[src/verilog/volume_ramp_pkg.sv]
// shared constants for the two-channel volume ramp block
package volume_ramp_pkg;
  // register offsets
  localparam logic [7:0] ADDR_SECOND_GAIN = 8'h3D;
  localparam logic [7:0] ADDR_FIRST_GAIN  = 8'h3E;
  localparam logic [7:0] ADDR_RAMP_CFG    = 8'h3F;
  localparam logic [7:0] ADDR_EMERG_CFG   = 8'h40;
  // reset values
  localparam logic [7:0] RST_GAIN         = 8'h30;
  localparam logic [7:0] RST_RAMP_CFG     = 8'h22;
  localparam logic [7:0] RST_EMERG_CFG    = 8'h00;
  localparam logic [7:0] EMERG_CFG_MASK   = 8'hF0;
  localparam logic [7:0] RDATA_UNMAPPED   = 8'h00;
  // gain codes
  localparam logic [7:0] GAIN_MUTE        = 8'hFF;
  localparam logic [7:0] GAIN_MAX_ATTEN   = 8'hFE;
  // field positions
  localparam int UP_RATE_LSB = 6;
  localparam int UP_STEP_LSB = 4;
  localparam int DN_RATE_LSB = 2;
  localparam int DN_STEP_LSB = 0;
  localparam int EM_RATE_LSB = 6;
  localparam int EM_STEP_LSB = 4;
  // field encodings
  localparam logic [1:0] RATE_DIRECT        = 2'h3;
  localparam logic [1:0] LINK_INDEP         = 2'h0;
  localparam logic [1:0] LINK_FOLLOW_SECOND = 2'h1;
  localparam logic [1:0] LINK_USE_FIRST     = 2'h2;
  // largest step in half-dB units (4 dB); step code n gives this >> n
  localparam logic [7:0] STEP_MAX_UNITS   = 8'h08;
  // datapath
  localparam int SAMPLE_W      = 24;
  localparam int CODES_PER_6DB = 12;
  localparam int UNITY_SHIFT   = 3;
  // 128 * 2^(-k/12): one 6 dB octave in half-dB steps
  localparam logic [11:0][7:0] MANT_TABLE = {
    8'h44, 8'h48, 8'h4C, 8'h51, 8'h55, 8'h5B,
    8'h60, 8'h66, 8'h6C, 8'h72, 8'h79, 8'h80};
endpackage : volume_ramp_pkg

[src/verilog/gain_ramp_channel.sv]
// one channel's gain ramp engine: walks the applied code toward its target
`timescale 1ns/100ps
`default_nettype none
module gain_ramp_channel
  import volume_ramp_pkg::*;
(
  input  wire logic       clk_i,
  input  wire logic       arst_n_i,
  input  wire logic       tick_i,
  input  wire logic       emerg_i,
  input  wire logic [7:0] target_i,
  input  wire logic [7:0] ramp_cfg_i,
  input  wire logic [7:0] emerg_cfg_i,
  output logic      [7:0] applied_o
);
  typedef struct packed {
    logic [7:0] applied;
    logic [1:0] cnt;
  } chan_state_t;

  chan_state_t q, d;
  logic [7:0]  tgt;
  logic [1:0]  rate;
  logic [1:0]  step;
  logic [7:0]  units;
  logic [1:0]  last;

  always_comb begin
    d = q;
    if (emerg_i) begin
      tgt  = GAIN_MUTE;
      rate = emerg_cfg_i[EM_RATE_LSB +: 2];
      step = emerg_cfg_i[EM_STEP_LSB +: 2];
    end else if (target_i < q.applied) begin
      tgt  = target_i;
      rate = ramp_cfg_i[UP_RATE_LSB +: 2];
      step = ramp_cfg_i[UP_STEP_LSB +: 2];
    end else begin
      tgt  = target_i;
      rate = ramp_cfg_i[DN_RATE_LSB +: 2];
      step = ramp_cfg_i[DN_STEP_LSB +: 2];
    end
    units = STEP_MAX_UNITS >> step;
    // 1, 2 or 4 sample periods per step
    last  = {rate[1], rate[1] | rate[0]};
    if (q.applied == tgt) begin
      d.cnt = 2'h0;
    end else if (rate == RATE_DIRECT) begin
      d.applied = tgt;
      d.cnt     = 2'h0;
    end else if (tick_i) begin
      // >= so a count left by a slower rate cannot stall a faster one
      if (q.cnt >= last) begin
        d.cnt = 2'h0;
        if (tgt > q.applied)
          d.applied = (tgt - q.applied <= units) ? tgt : q.applied + units;
        else
          d.applied = (q.applied - tgt <= units) ? tgt : q.applied - units;
      end else begin
        d.cnt = q.cnt + 2'h1;
      end
    end
  end

  always_ff @(posedge clk_i or negedge arst_n_i) begin
    if (!arst_n_i) begin
      q <= '{applied: RST_GAIN, cnt: 2'h0};
    end else begin
      q <= d;
    end
  end

  assign applied_o = q.applied;

  property p_emerg_down;
    @(posedge clk_i) disable iff (!arst_n_i)
    emerg_i |=> q.applied >= $past(q.applied);
  endproperty
  a_emerg_down: assert property (p_emerg_down) else $error("emergency ramp raised gain");

  property p_emerg_default;
    @(posedge clk_i) disable iff (!arst_n_i)
    (emerg_i && tick_i && emerg_cfg_i == RST_EMERG_CFG && q.applied < 8'hF7)
      |=> q.applied == $past(q.applied) + 8'h08;
  endproperty
  a_emerg_default: assert property (p_emerg_default) else $error("default emergency not 4 dB");

  property p_direct;
    @(posedge clk_i) disable iff (!arst_n_i)
    (!emerg_i && ramp_cfg_i[UP_RATE_LSB +: 2] == RATE_DIRECT
      && ramp_cfg_i[DN_RATE_LSB +: 2] == RATE_DIRECT) |=> q.applied == $past(target_i);
  endproperty
  a_direct: assert property (p_direct) else $error("direct change not immediate");

  property p_step_bound;
    @(posedge clk_i) disable iff (!arst_n_i)
    (rate != RATE_DIRECT && q.applied < tgt)
      |=> 9'(q.applied) <= 9'($past(q.applied)) + 9'($past(units));
  endproperty
  a_step_bound: assert property (p_step_bound) else $error("ramp step too large");

  property p_no_overshoot;
    @(posedge clk_i) disable iff (!arst_n_i)
    (!emerg_i && q.applied <= target_i) ##1 $stable(target_i) && !emerg_i
      |-> q.applied <= target_i;
  endproperty
  a_no_overshoot: assert property (p_no_overshoot) else $error("ramp overshot target");
endmodule : gain_ramp_channel
`default_nettype wire

[src/verilog/gain_scale.sv]
// applies a half-dB gain code to one sample stream
`timescale 1ns/100ps
`default_nettype none
module gain_scale
  import volume_ramp_pkg::*;
(
  input  wire logic                       clk_i,
  input  wire logic                       arst_n_i,
  input  wire logic                       valid_i,
  input  wire logic signed [SAMPLE_W-1:0] sample_i,
  input  wire logic        [7:0]          code_i,
  output logic                            valid_o,
  output logic signed      [SAMPLE_W-1:0] sample_o
);
  typedef struct packed {
    logic                       valid;
    logic signed [SAMPLE_W-1:0] sample;
  } scale_state_t;

  localparam logic signed [SAMPLE_W+8:0] SAT_HI = (33'sd1 <<< (SAMPLE_W-1)) - 33'sd1;
  localparam logic signed [SAMPLE_W+8:0] SAT_LO = -(33'sd1 <<< (SAMPLE_W-1));

  scale_state_t               q, d;
  logic        [3:0]          frac;
  logic        [4:0]          oct;
  logic signed [SAMPLE_W+8:0] prod;

  always_comb begin
    d       = q;
    frac    = 4'(code_i % 8'(CODES_PER_6DB));
    oct     = 5'(code_i / 8'(CODES_PER_6DB));
    // code 0 gives x16 (+24 dB); code 48 is exactly unity
    prod    = (sample_i * $signed({1'b0, MANT_TABLE[frac]})) >>> (UNITY_SHIFT + oct);
    d.valid = valid_i;
    if (valid_i) begin
      if (code_i == GAIN_MUTE)
        d.sample = '0;
      else if (prod > SAT_HI)
        d.sample = SAT_HI[SAMPLE_W-1:0];
      else if (prod < SAT_LO)
        d.sample = SAT_LO[SAMPLE_W-1:0];
      else
        d.sample = prod[SAMPLE_W-1:0];
    end
  end

  always_ff @(posedge clk_i or negedge arst_n_i) begin
    if (!arst_n_i) begin
      q <= '0;
    end else begin
      q <= d;
    end
  end

  assign valid_o  = q.valid;
  assign sample_o = q.sample;

  property p_mute_zero;
    @(posedge clk_i) disable iff (!arst_n_i)
    (valid_i && code_i == GAIN_MUTE) |=> valid_o && sample_o == '0;
  endproperty
  a_mute_zero: assert property (p_mute_zero) else $error("muted sample not zero");

  property p_unity;
    @(posedge clk_i) disable iff (!arst_n_i)
    (valid_i && code_i == RST_GAIN) |=> sample_o == $past(sample_i);
  endproperty
  a_unity: assert property (p_unity) else $error("0 dB code not unity");
endmodule : gain_scale
`default_nettype wire

[src/verilog/volume_ramp_top.sv]
// two-channel gain stage with ramped volume, channel linking and emergency ramp-down
`timescale 1ns/100ps
`default_nettype none
// How it works
// - gain code 0 is +24 dB, each count is 0.5 dB less down to -103 dB at 254, 255 mutes, reset is 0 dB.
// - each of the two speaker outputs has its own 8-bit gain register.
// - link mode 00, the reset value, applies each channel's own gain code.
// - link mode 01 makes the first speaker output follow the second's gain.
// - link mode 10 uses the first speaker output's gain for both channels.
// - separate up and down rate fields step every 1, 2 or 4 sample periods, 11 changes at once.
// - separate up and down step fields give 4, 2, 1 or 0.5 dB per step, default 1 dB.
// - a serial clock error or supply failure starts an emergency ramp down.
// - the emergency ramp has its own rate and step fields, default 4 dB every sample period.
module volume_ramp_top
  import volume_ramp_pkg::*;
(
  input  wire logic                       clk_i,
  input  wire logic                       arst_n_i,
  input  wire logic        [7:0]          reg_addr_i,
  input  wire logic        [7:0]          reg_wdata_i,
  input  wire logic                       reg_we_i,
  input  wire logic                       reg_re_i,
  output logic             [7:0]          reg_rdata_o,
  output logic                            reg_rvalid_o,
  input  wire logic        [1:0]          link_mode_i,
  input  wire logic                       clock_error_i,
  input  wire logic                       supply_fail_i,
  input  wire logic                       word_select_frame_sync_i,
  input  wire logic signed [SAMPLE_W-1:0] first_sample_i,
  input  wire logic signed [SAMPLE_W-1:0] second_sample_i,
  output logic                            out_valid_o,
  output logic signed      [SAMPLE_W-1:0] first_speaker_output_o,
  output logic signed      [SAMPLE_W-1:0] second_speaker_output_o,
  output logic             [7:0]          first_applied_gain_o,
  output logic             [7:0]          second_applied_gain_o,
  output logic                            emerg_active_o
);
  typedef struct packed {
    logic [7:0] gain_first;
    logic [7:0] gain_second;
    logic [7:0] ramp_cfg;
    logic [7:0] emerg_cfg;
    logic [7:0] rdata;
    logic       rvalid;
    logic       emerg;
  } top_state_t;

  top_state_t q, d;
  logic [7:0] target_first;
  logic [7:0] target_second;
  logic [7:0] applied_first;
  logic [7:0] applied_second;
  logic       first_valid;
  logic       second_valid;
  logic       direct_both;

  // register port, registered emergency flag
  always_comb begin
    d        = q;
    d.rvalid = reg_re_i;
    // faults are levels; the ramp keeps pulling down while any is present
    d.emerg  = clock_error_i | supply_fail_i;
    if (reg_we_i) begin
      case (reg_addr_i)
        ADDR_SECOND_GAIN: d.gain_second = reg_wdata_i;
        ADDR_FIRST_GAIN:  d.gain_first  = reg_wdata_i;
        ADDR_RAMP_CFG:    d.ramp_cfg    = reg_wdata_i;
        ADDR_EMERG_CFG:   d.emerg_cfg   = reg_wdata_i & EMERG_CFG_MASK;
        default:          d.rdata       = q.rdata;
      endcase
    end
    if (reg_re_i) begin
      case (reg_addr_i)
        ADDR_SECOND_GAIN: d.rdata = q.gain_second;
        ADDR_FIRST_GAIN:  d.rdata = q.gain_first;
        ADDR_RAMP_CFG:    d.rdata = q.ramp_cfg;
        ADDR_EMERG_CFG:   d.rdata = q.emerg_cfg;
        default:          d.rdata = RDATA_UNMAPPED;
      endcase
    end
  end

  always_ff @(posedge clk_i or negedge arst_n_i) begin
    if (!arst_n_i) begin
      q <= '{gain_first:  RST_GAIN,
             gain_second: RST_GAIN,
             ramp_cfg:    RST_RAMP_CFG,
             emerg_cfg:   RST_EMERG_CFG,
             rdata:       RDATA_UNMAPPED,
             rvalid:      1'b0,
             emerg:       1'b0};
    end else begin
      q <= d;
    end
  end

  // channel linking
  always_comb begin
    case (link_mode_i)
      LINK_INDEP: begin
        target_first  = q.gain_first;
        target_second = q.gain_second;
      end
      LINK_FOLLOW_SECOND: begin
        target_first  = q.gain_second;
        target_second = q.gain_second;
      end
      LINK_USE_FIRST: begin
        target_first  = q.gain_first;
        target_second = q.gain_first;
      end
      default: begin
        // the forbidden encoding is treated as independent control
        target_first  = q.gain_first;
        target_second = q.gain_second;
      end
    endcase
  end

  gain_ramp_channel u_ramp_first (
    .clk_i       (clk_i),
    .arst_n_i    (arst_n_i),
    .tick_i      (word_select_frame_sync_i),
    .emerg_i     (q.emerg),
    .target_i    (target_first),
    .ramp_cfg_i  (q.ramp_cfg),
    .emerg_cfg_i (q.emerg_cfg),
    .applied_o   (applied_first)
  );

  gain_ramp_channel u_ramp_second (
    .clk_i       (clk_i),
    .arst_n_i    (arst_n_i),
    .tick_i      (word_select_frame_sync_i),
    .emerg_i     (q.emerg),
    .target_i    (target_second),
    .ramp_cfg_i  (q.ramp_cfg),
    .emerg_cfg_i (q.emerg_cfg),
    .applied_o   (applied_second)
  );

  // each sample is scaled by the gain applied before that frame's ramp step
  gain_scale u_scale_first (
    .clk_i    (clk_i),
    .arst_n_i (arst_n_i),
    .valid_i  (word_select_frame_sync_i),
    .sample_i (first_sample_i),
    .code_i   (applied_first),
    .valid_o  (first_valid),
    .sample_o (first_speaker_output_o)
  );

  gain_scale u_scale_second (
    .clk_i    (clk_i),
    .arst_n_i (arst_n_i),
    .valid_i  (word_select_frame_sync_i),
    .sample_i (second_sample_i),
    .code_i   (applied_second),
    .valid_o  (second_valid),
    .sample_o (second_speaker_output_o)
  );

  assign out_valid_o           = first_valid;
  assign reg_rdata_o           = q.rdata;
  assign reg_rvalid_o          = q.rvalid;
  assign first_applied_gain_o  = applied_first;
  assign second_applied_gain_o = applied_second;
  assign emerg_active_o        = q.emerg;

  // with both rates direct and no fault the applied code reaches the target one clock later,
  // so the link checks below look through the ramp engines, not only at the selector
  assign direct_both = !q.emerg
                       && q.ramp_cfg[UP_RATE_LSB +: 2] == RATE_DIRECT
                       && q.ramp_cfg[DN_RATE_LSB +: 2] == RATE_DIRECT;

  property p_link_indep;
    @(posedge clk_i) disable iff (!arst_n_i)
    (link_mode_i == LINK_INDEP && direct_both)
      |=> applied_first == $past(q.gain_first) && applied_second == $past(q.gain_second);
  endproperty
  a_link_indep: assert property (p_link_indep) else $error("independent mode mixes gains");

  property p_link_follow;
    @(posedge clk_i) disable iff (!arst_n_i)
    (link_mode_i == LINK_FOLLOW_SECOND && direct_both)
      |=> applied_first == $past(q.gain_second) && applied_second == $past(q.gain_second);
  endproperty
  a_link_follow: assert property (p_link_follow) else $error("first does not follow second");

  property p_link_first;
    @(posedge clk_i) disable iff (!arst_n_i)
    (link_mode_i == LINK_USE_FIRST && direct_both)
      |=> applied_first == $past(q.gain_first) && applied_second == $past(q.gain_first);
  endproperty
  a_link_first: assert property (p_link_first) else $error("first gain not used for both");

  property p_regs_separate;
    @(posedge clk_i) disable iff (!arst_n_i)
    (reg_we_i && reg_addr_i == ADDR_SECOND_GAIN) |=>
      q.gain_second == $past(reg_wdata_i) && q.gain_first == $past(q.gain_first);
  endproperty
  a_regs_separate: assert property (p_regs_separate) else $error("gain registers not separate");

  property p_emerg_entry;
    @(posedge clk_i) disable iff (!arst_n_i)
    (supply_fail_i || clock_error_i) |=> q.emerg ##1 applied_first >= $past(applied_first);
  endproperty
  a_emerg_entry: assert property (p_emerg_entry) else $error("fault did not start ramp down");

  property p_rvalid_pulse;
    @(posedge clk_i) disable iff (!arst_n_i)
    1'b1 |=> reg_rvalid_o == $past(reg_re_i);
  endproperty
  a_rvalid_pulse: assert property (p_rvalid_pulse) else $error("read valid not one cycle");

  property p_rdata_hold;
    @(posedge clk_i) disable iff (!arst_n_i)
    !reg_re_i |=> $stable(reg_rdata_o);
  endproperty
  a_rdata_hold: assert property (p_rdata_hold) else $error("read data moved without read");

  property p_read_first;
    @(posedge clk_i) disable iff (!arst_n_i)
    (reg_re_i && reg_addr_i == ADDR_FIRST_GAIN) |=> reg_rdata_o == $past(q.gain_first);
  endproperty
  a_read_first: assert property (p_read_first) else $error("first gain read wrong");

  property p_read_second;
    @(posedge clk_i) disable iff (!arst_n_i)
    (reg_re_i && reg_addr_i == ADDR_SECOND_GAIN) |=> reg_rdata_o == $past(q.gain_second);
  endproperty
  a_read_second: assert property (p_read_second) else $error("second gain read wrong");

  property p_read_ramp;
    @(posedge clk_i) disable iff (!arst_n_i)
    (reg_re_i && reg_addr_i == ADDR_RAMP_CFG) |=> reg_rdata_o == $past(q.ramp_cfg);
  endproperty
  a_read_ramp: assert property (p_read_ramp) else $error("ramp settings read wrong");

  property p_read_emerg;
    @(posedge clk_i) disable iff (!arst_n_i)
    (reg_re_i && reg_addr_i == ADDR_EMERG_CFG) |=> reg_rdata_o == $past(q.emerg_cfg);
  endproperty
  a_read_emerg: assert property (p_read_emerg) else $error("emergency settings read wrong");

  // the four registers sit at consecutive offsets, so anything outside that span is unmapped
  property p_read_unmapped;
    @(posedge clk_i) disable iff (!arst_n_i)
    (reg_re_i && (reg_addr_i < ADDR_SECOND_GAIN || reg_addr_i > ADDR_EMERG_CFG))
      |=> reg_rdata_o == RDATA_UNMAPPED;
  endproperty
  a_read_unmapped: assert property (p_read_unmapped) else $error("unmapped read not zero");

  property p_unmapped_write;
    @(posedge clk_i) disable iff (!arst_n_i)
    (reg_we_i && (reg_addr_i < ADDR_SECOND_GAIN || reg_addr_i > ADDR_EMERG_CFG))
      |=> $stable(q.gain_first) && $stable(q.gain_second)
          && $stable(q.ramp_cfg) && $stable(q.emerg_cfg);
  endproperty
  a_unmapped_write: assert property (p_unmapped_write) else $error("unmapped write landed");

  property p_first_write;
    @(posedge clk_i) disable iff (!arst_n_i)
    (reg_we_i && reg_addr_i == ADDR_FIRST_GAIN)
      |=> q.gain_first == $past(reg_wdata_i) && $stable(q.gain_second);
  endproperty
  a_first_write: assert property (p_first_write) else $error("first gain write wrong");

  property p_ramp_write;
    @(posedge clk_i) disable iff (!arst_n_i)
    (reg_we_i && reg_addr_i == ADDR_RAMP_CFG) |=> q.ramp_cfg == $past(reg_wdata_i);
  endproperty
  a_ramp_write: assert property (p_ramp_write) else $error("ramp settings write lost");

  property p_emerg_write;
    @(posedge clk_i) disable iff (!arst_n_i)
    (reg_we_i && reg_addr_i == ADDR_EMERG_CFG)
      |=> q.emerg_cfg == ($past(reg_wdata_i) & EMERG_CFG_MASK);
  endproperty
  a_emerg_write: assert property (p_emerg_write) else $error("emergency write wrong");

  property p_emerg_mask;
    @(posedge clk_i) disable iff (!arst_n_i)
    1'b1 |-> (q.emerg_cfg & ~EMERG_CFG_MASK) == 8'h00;
  endproperty
  a_emerg_mask: assert property (p_emerg_mask) else $error("unused emergency bits set");

  property p_emerg_level;
    @(posedge clk_i) disable iff (!arst_n_i)
    1'b1 |=> emerg_active_o == $past(clock_error_i || supply_fail_i);
  endproperty
  a_emerg_level: assert property (p_emerg_level) else $error("emergency flag wrong");

  property p_out_valid;
    @(posedge clk_i) disable iff (!arst_n_i)
    1'b1 |=> out_valid_o == $past(word_select_frame_sync_i);
  endproperty
  a_out_valid: assert property (p_out_valid) else $error("output valid not one frame");

  property p_mute_second;
    @(posedge clk_i) disable iff (!arst_n_i)
    (word_select_frame_sync_i && applied_second == GAIN_MUTE)
      |=> second_speaker_output_o == '0;
  endproperty
  a_mute_second: assert property (p_mute_second) else $error("muted second output not zero");
endmodule : volume_ramp_top
`default_nettype wire
[config.mk]
export PLATFORM = sky130hd
export DESIGN_NAME = volume_ramp_top
export DESIGN_NICKNAME = d
export VERILOG_FILES = /design/src/verilog/volume_ramp_pkg.sv /design/src/verilog/gain_ramp_channel.sv /design/src/verilog/gain_scale.sv /design/src/verilog/volume_ramp_top.sv
export SDC_FILE = /design/constraint.sdc
export NUM_CORES = 1
export LEC_CHECK = 0
export BUFFER_PORTS_ARGS = -buffer_cell sky130_fd_sc_hd__buf_2
export CAP_MARGIN = 20
export CORE_MARGIN = 8
export CORE_UTILIZATION = 35
export CTS_BUF_LIST = sky130_fd_sc_hd__clkbuf_2
export CTS_CLUSTER_DIAMETER = 50
export DETAILED_ROUTE_END_ITERATION = 10
export GPL_ROUTABILITY_DRIVEN = 0
export PLACE_DENSITY = 0.6
export SLEW_MARGIN = 20
export SYNTH_ARGS = -nofsm -noshare
export SYNTH_HDL_FRONTEND = slang
export SYNTH_HIERARCHICAL = 1
export SYNTH_SLANG_ARGS = --single-unit
[constraint.sdc]
create_clock -name clk_i -period 11.6 [get_ports clk_i]
set_input_delay 1.16 -clock clk_i [delete_from_list [all_inputs] [get_ports clk_i]]
set_output_delay 1.16 -clock clk_i [all_outputs]
set_load 0.01 [all_outputs]
==> flow_summary.ini, run 1 <==
[synth]
synth_cells = 3557
synth_fp_nets = 4150
syn_area_um2 = 28700
yosys_warnings = 6
avgSynthCellArea_um2 = 8.08

[worst_setup_path]
r2r.worst_path.cells = 28
startpoint = u_ramp_second/applied_o[6]
timing.rr.end = u_scale_second/sample_o[11]
rrSetupSlack_ns = 1.92
crit_path_max_incr_delay_ns = 0.98
regToRegStartpoint = u_ramp_second/applied_o[6]
slowest_stage = dfrtp_1
worstSetupStartpointType = flip-flop
critPathCaptureType = flip-flop
crit_arrival_ns = 10.29
path_common_cell = fa_1
crit_path_max_fanout = 28
worstPathRequired_ns = 12.21
worstSetupPathType = reg2reg

[cells_and_area]
final_cell_area_um2 = 30300
final_core_util_pct = 37.1
layout.cells.most_common_list = 545 x inv_1, 408 x nand2_1, 306 x fa_1, 214 x ha_1, 180 x and2_1
final_common_cell = inv_1
areaGrowthSynthToFinish_pct = 5.54
fillers = 8600
fin_nets = 4156
layout-drive-gt1-share_pct = 12.2

[floorplan]
io_pins = 148
rows = 105
core_area_um2 = 81700
dieArea_um2 = 91500
die_w_um = 303
die_h_um = 303
start_util_pct = 35.2

[timing]
relSlewSlack_pct = 30.8
worst_pin_slew_ns = 1.04
rsz0062_at_grt = false
period_share_pct = 83.4
setup-tns-final_ns = 0
finalHoldViolCount = 0
max_freq_mhz = 103
setup_slack_ns = 1.92
setup_viol = 0
final_max_slew_viol_count = 0
clock_skew_ns = 0.0538
period_minus_slack_ns = 9.68

[grt]
grt_start_max_net_pins = 58
grt_pass1_wl_mm = 136
track_usage_pct = 17.9
antenna_found_initial = 3
gr-total-overflow = 0
grt_pass1_vias = 25200

[clocking]
path_clk_slew_ns = 0.35
cts_tree = done
cts_hold_buf = 0
cts-root-buf = clkbuf_2
h-tree-depth = 3
postCtsSetupRepairBufs = 0
clock-sinks = 107
cts_buffer_depth = 2
numCtsBuffers = 9
clock_latency_ns = 0.67
ctsResizeCount = 0

[placement]
dp_hpwl_mm = 66.8
place_ws_ns = 1.81
io_buffers = 147
post_dp_cell_area_um2 = 30200

[outcome]
status = finished, final reports clean

[detailed_routing]
drtIter0Drc = 2074
wl_mm = 82.9
drtPass1Iterations = 6
drcViolationCount = 0
routedWlPerCell_um = 17.9
viasPerCell = 5.49
drtAntennaViolNets = 0
vias = 25500

[hold_path]
hp-class = in2async

[job]
maxCapViolCount = 0
## area by class of cell
cell class / instances / area [um2] / area share (%)
clock inverter: 5 / 60.1 / 0.198
timing repair buffer: 183 / 1010 / 3.33
tap: 1070 / 1340 / 4.42
antenna: 4 / 10.0 / 0.0330
sequential: 107 / 2690 / 8.87
clock buffer: 11 / 55.1 / 0.182
inverter: 549 / 2060 / 6.80
multi-input combinational: 2713 / 23100 / 76.2
## critical path, delay by kind of cell, from the launching register on
kind | cells | cell delay, ns
mux | 1 | 0.52
buf+inv | 5 | 0.76
simple gates | 5 | 1.07
compound gates | 12 | 3.84
flops | 1 | 0.98
fa+ha+maj | 5 | 2.50
## stage by stage
step                hold slack [ns]  std cells
detailed placement            0.488       4622
floorplan                     0.503       3557
finish                        0.485       4642
global route                  0.478       4640
global placement              0.487       4622
CTS                           0.429       4638
## layer usage
metal / GRT usage (%) / vias to the layer above / wire [um]
li1: - / 12200 / -
met1: 24.8 / 12500 / 38100
met2: 29.8 / 743 / 38500
met3: 2.80 / 79 / 5100
met4: 3.24 / 0 / 1320
met5: 0 / - / 0
## sequential cells by signal, summed over array words and instances (netlist names)
register                 count
q                           28
u_scale_first/sample_o      24
u_scale_second/sample_o     24
reg_rdata_o                  8
u_ramp_first/applied_o       8
u_ramp_second/applied_o      8
u_ramp_first/q               2
u_ramp_second/q              2
emerg_active_o               1
reg_rvalid_o                 1
u_scale_first/valid_o        1
## worst max path at each step
stage | depth (start not counted) | endpoint
5_1_grt | 29 | u_scale_first/sample_o[3]
2_1_floorplan | 33 | u_scale_second/sample_o[2]
4_1_cts | 29 | u_scale_first/sample_o[13]
3_3_place_gp | 29 | u_scale_first/sample_o[3]
3_5_place_dp | 29 | u_scale_first/sample_o[1]
6_report | 28 | u_scale_second/sample_o[11]
Power of run 1 is left out: the tool's default activity adds up to more than one toggle a clock period on the data nets, which glitch-free logic cannot reach.
==> run 2, diff against run 1 <==
--- a/config.mk
+++ b/config.mk
@@ -13,7 +13,7 @@
 export CTS_CLUSTER_DIAMETER = 50
 export DETAILED_ROUTE_END_ITERATION = 10
 export GPL_ROUTABILITY_DRIVEN = 0
-export PLACE_DENSITY = 0.6
+export PLACE_DENSITY = 0.62
 export SLEW_MARGIN = 20
 export SYNTH_ARGS = -nofsm -noshare
 export SYNTH_HDL_FRONTEND = slang
==> constraint.sdc (replaced) <==
create_clock -name clk_i -period 8.6 [get_ports clk_i]
set_input_delay 0.86 -clock clk_i [delete_from_list [all_inputs] [get_ports clk_i]]
set_output_delay 0.86 -clock clk_i [all_outputs]
set_load 0.01 [all_outputs]
==> flow_summary.ini, run 2 (synthesis results as in run 1) <==
[outcome]
status = finished, final reports clean

[detailed_routing]
vias = 26000
met1_length_mm = 39.0
wl_met2_mm = 39.6
drtIter0Drc = 1951
viasPerCell = 5.48
drtAntennaViolNets = 0
routedWlPerCell_um = 18.1
drtPass1Iterations = 6
wl_mm = 85.7
drcViolationCount = 0
wl_met3_mm = 5.71
top_layer = met4

[floorplan]
io_pins = 148
die_w_um = 303
start_util_pct = 35.2
rows = 105
core_area_um2 = 81700
die_h_um = 303
dieArea_um2 = 91500

[grt]
gr-total-overflow = 0
grt_start_max_net_pins = 70
grt_pass1_vias = 25800
antenna_found_initial = 6
track_usage_pct = 18.1
grt_pass1_wl_mm = 138

[timing]
final_max_slew_viol_count = 0
setup_slack_ns = 0.304
rsz0062_at_grt = true
setup_viol = 0
finalHoldViolCount = 0
worst_pin_slew_ns = 1.04
clock_skew_ns = 0.0598
max_freq_mhz = 121
period_minus_slack_ns = 8.30
period_share_pct = 96.5
relSlewSlack_pct = 30.7

[cells_and_area]
layout-drive-gt1-share_pct = 16.1
fillers = 8461
layout.cells.most_common_list = 543 x inv_1, 406 x nand2_1, 305 x fa_1, 210 x ha_1, 180 x and2_1
final_core_util_pct = 38.5
areaGrowthSynthToFinish_pct = 9.61
top_register = q
final_common_cell = inv_1
final_cell_area_um2 = 31500
fin_nets = 4251
largest_register_ffs = 28

[placement]
place_ws_ns = 0.131
io_buffers = 147
post_dp_cell_area_um2 = 30800
dp_hpwl_mm = 67.7

[worst_setup_path]
worstSetupStartpointType = flip-flop
crit_path_max_fanout = 7
cp_top_family = compound AO/OA/AOI/OAI gates
worstSetupPathType = reg2reg
slowest_stage = dfstp_2
crit_path_max_incr_delay_ns = 0.67
critPathCaptureType = flip-flop
crit_arrival_ns = 8.87
cp_num_buf_inv = 4
path_common_cell = fa_1
worstPathRequired_ns = 9.17

[clocking]
cts_buffer_depth = 2
cts-root-buf = clkbuf_2
h-tree-depth = 3
path_clk_slew_ns = 0.32
numCtsBuffers = 9
clock-sinks = 107
clock_latency_ns = 0.66
cts_tree = done

[hold_path]
hp-class = in2async

[job]
maxCapViolCount = 0
run 2: cell count changes in the layout (fill, tap and decap cells not counted), moves of 5 or more:
cell	change
a211oi_1	-5
buf_12	+6
buf_6	+8
a21oi_2	+10
o21ai_2	+5
buf_4	+75
a21oi_1	-11
run 2: timing repair:
action,in CTS,in global routing
setup buffers,0,21
gates resized for setup,1,89
hold buffers,0,0
pin swaps,0,14
setup endpoints to repair,1,46
cloned,0,5
run 2: layer usage:
metal / vias up / track usage [%]
li1: 12400 / -
met1: 12700 / 25.8
met2: 850 / 29.6
met3: 79 / 2.36
met4: 0 / 3.14
met5: - / 0
run 2: stage by stage:
stage / instances / setup TNS [ns] / hold slack [ns]
2_1_floorplan: 3557 / 0 / 0.503
3_3_place_gp: 4691 / 0 / 0.518
3_5_place_dp: 4691 / 0 / 0.522
4_1_cts: 4707 / 0 / 0.0681
5_1_grt: 4735 / -0.443 / 0.0534
6_report: 4735 / 0 / 0.120
run 2: area by class of cell:
type / count / area (um2) / share of cell area, %
Inverter: 549 / 2060 / 6.55
Clock inverter: 6 / 71.3 / 0.226
Clock buffer: 10 / 50.0 / 0.159
Antenna cell: 2 / 5.00 / 0.0159
Timing Repair Buffer: 278 / 1860 / 5.91
Sequential cell: 107 / 2700 / 8.56
Multi-Input combinational cell: 2713 / 23400 / 74.3
Tap cell: 1070 / 1340 / 4.25
run 2: path summary, 6_finish.rpt:
kind,start,endpoint,slack [ns],cells after the start
worst max-delay path,u_ramp_first/applied_o[5],u_scale_first/sample_o[2],0.30,29
worst min-delay path,arst_n_i,reg_rdata_o[5],0.12,1
worst max register to register,u_ramp_first/applied_o[5],u_scale_first/sample_o[2],0.30,29
worst min register to register,reg_rdata_o[1],reg_rdata_o[1],0.54,2
max in group asynchronous,arst_n_i,u_ramp_first/applied_o[2],7.05,2
min in group clk_i,clock_error_i,emerg_active_o,0.38,2
Power of run 2 is left out for the same reason.
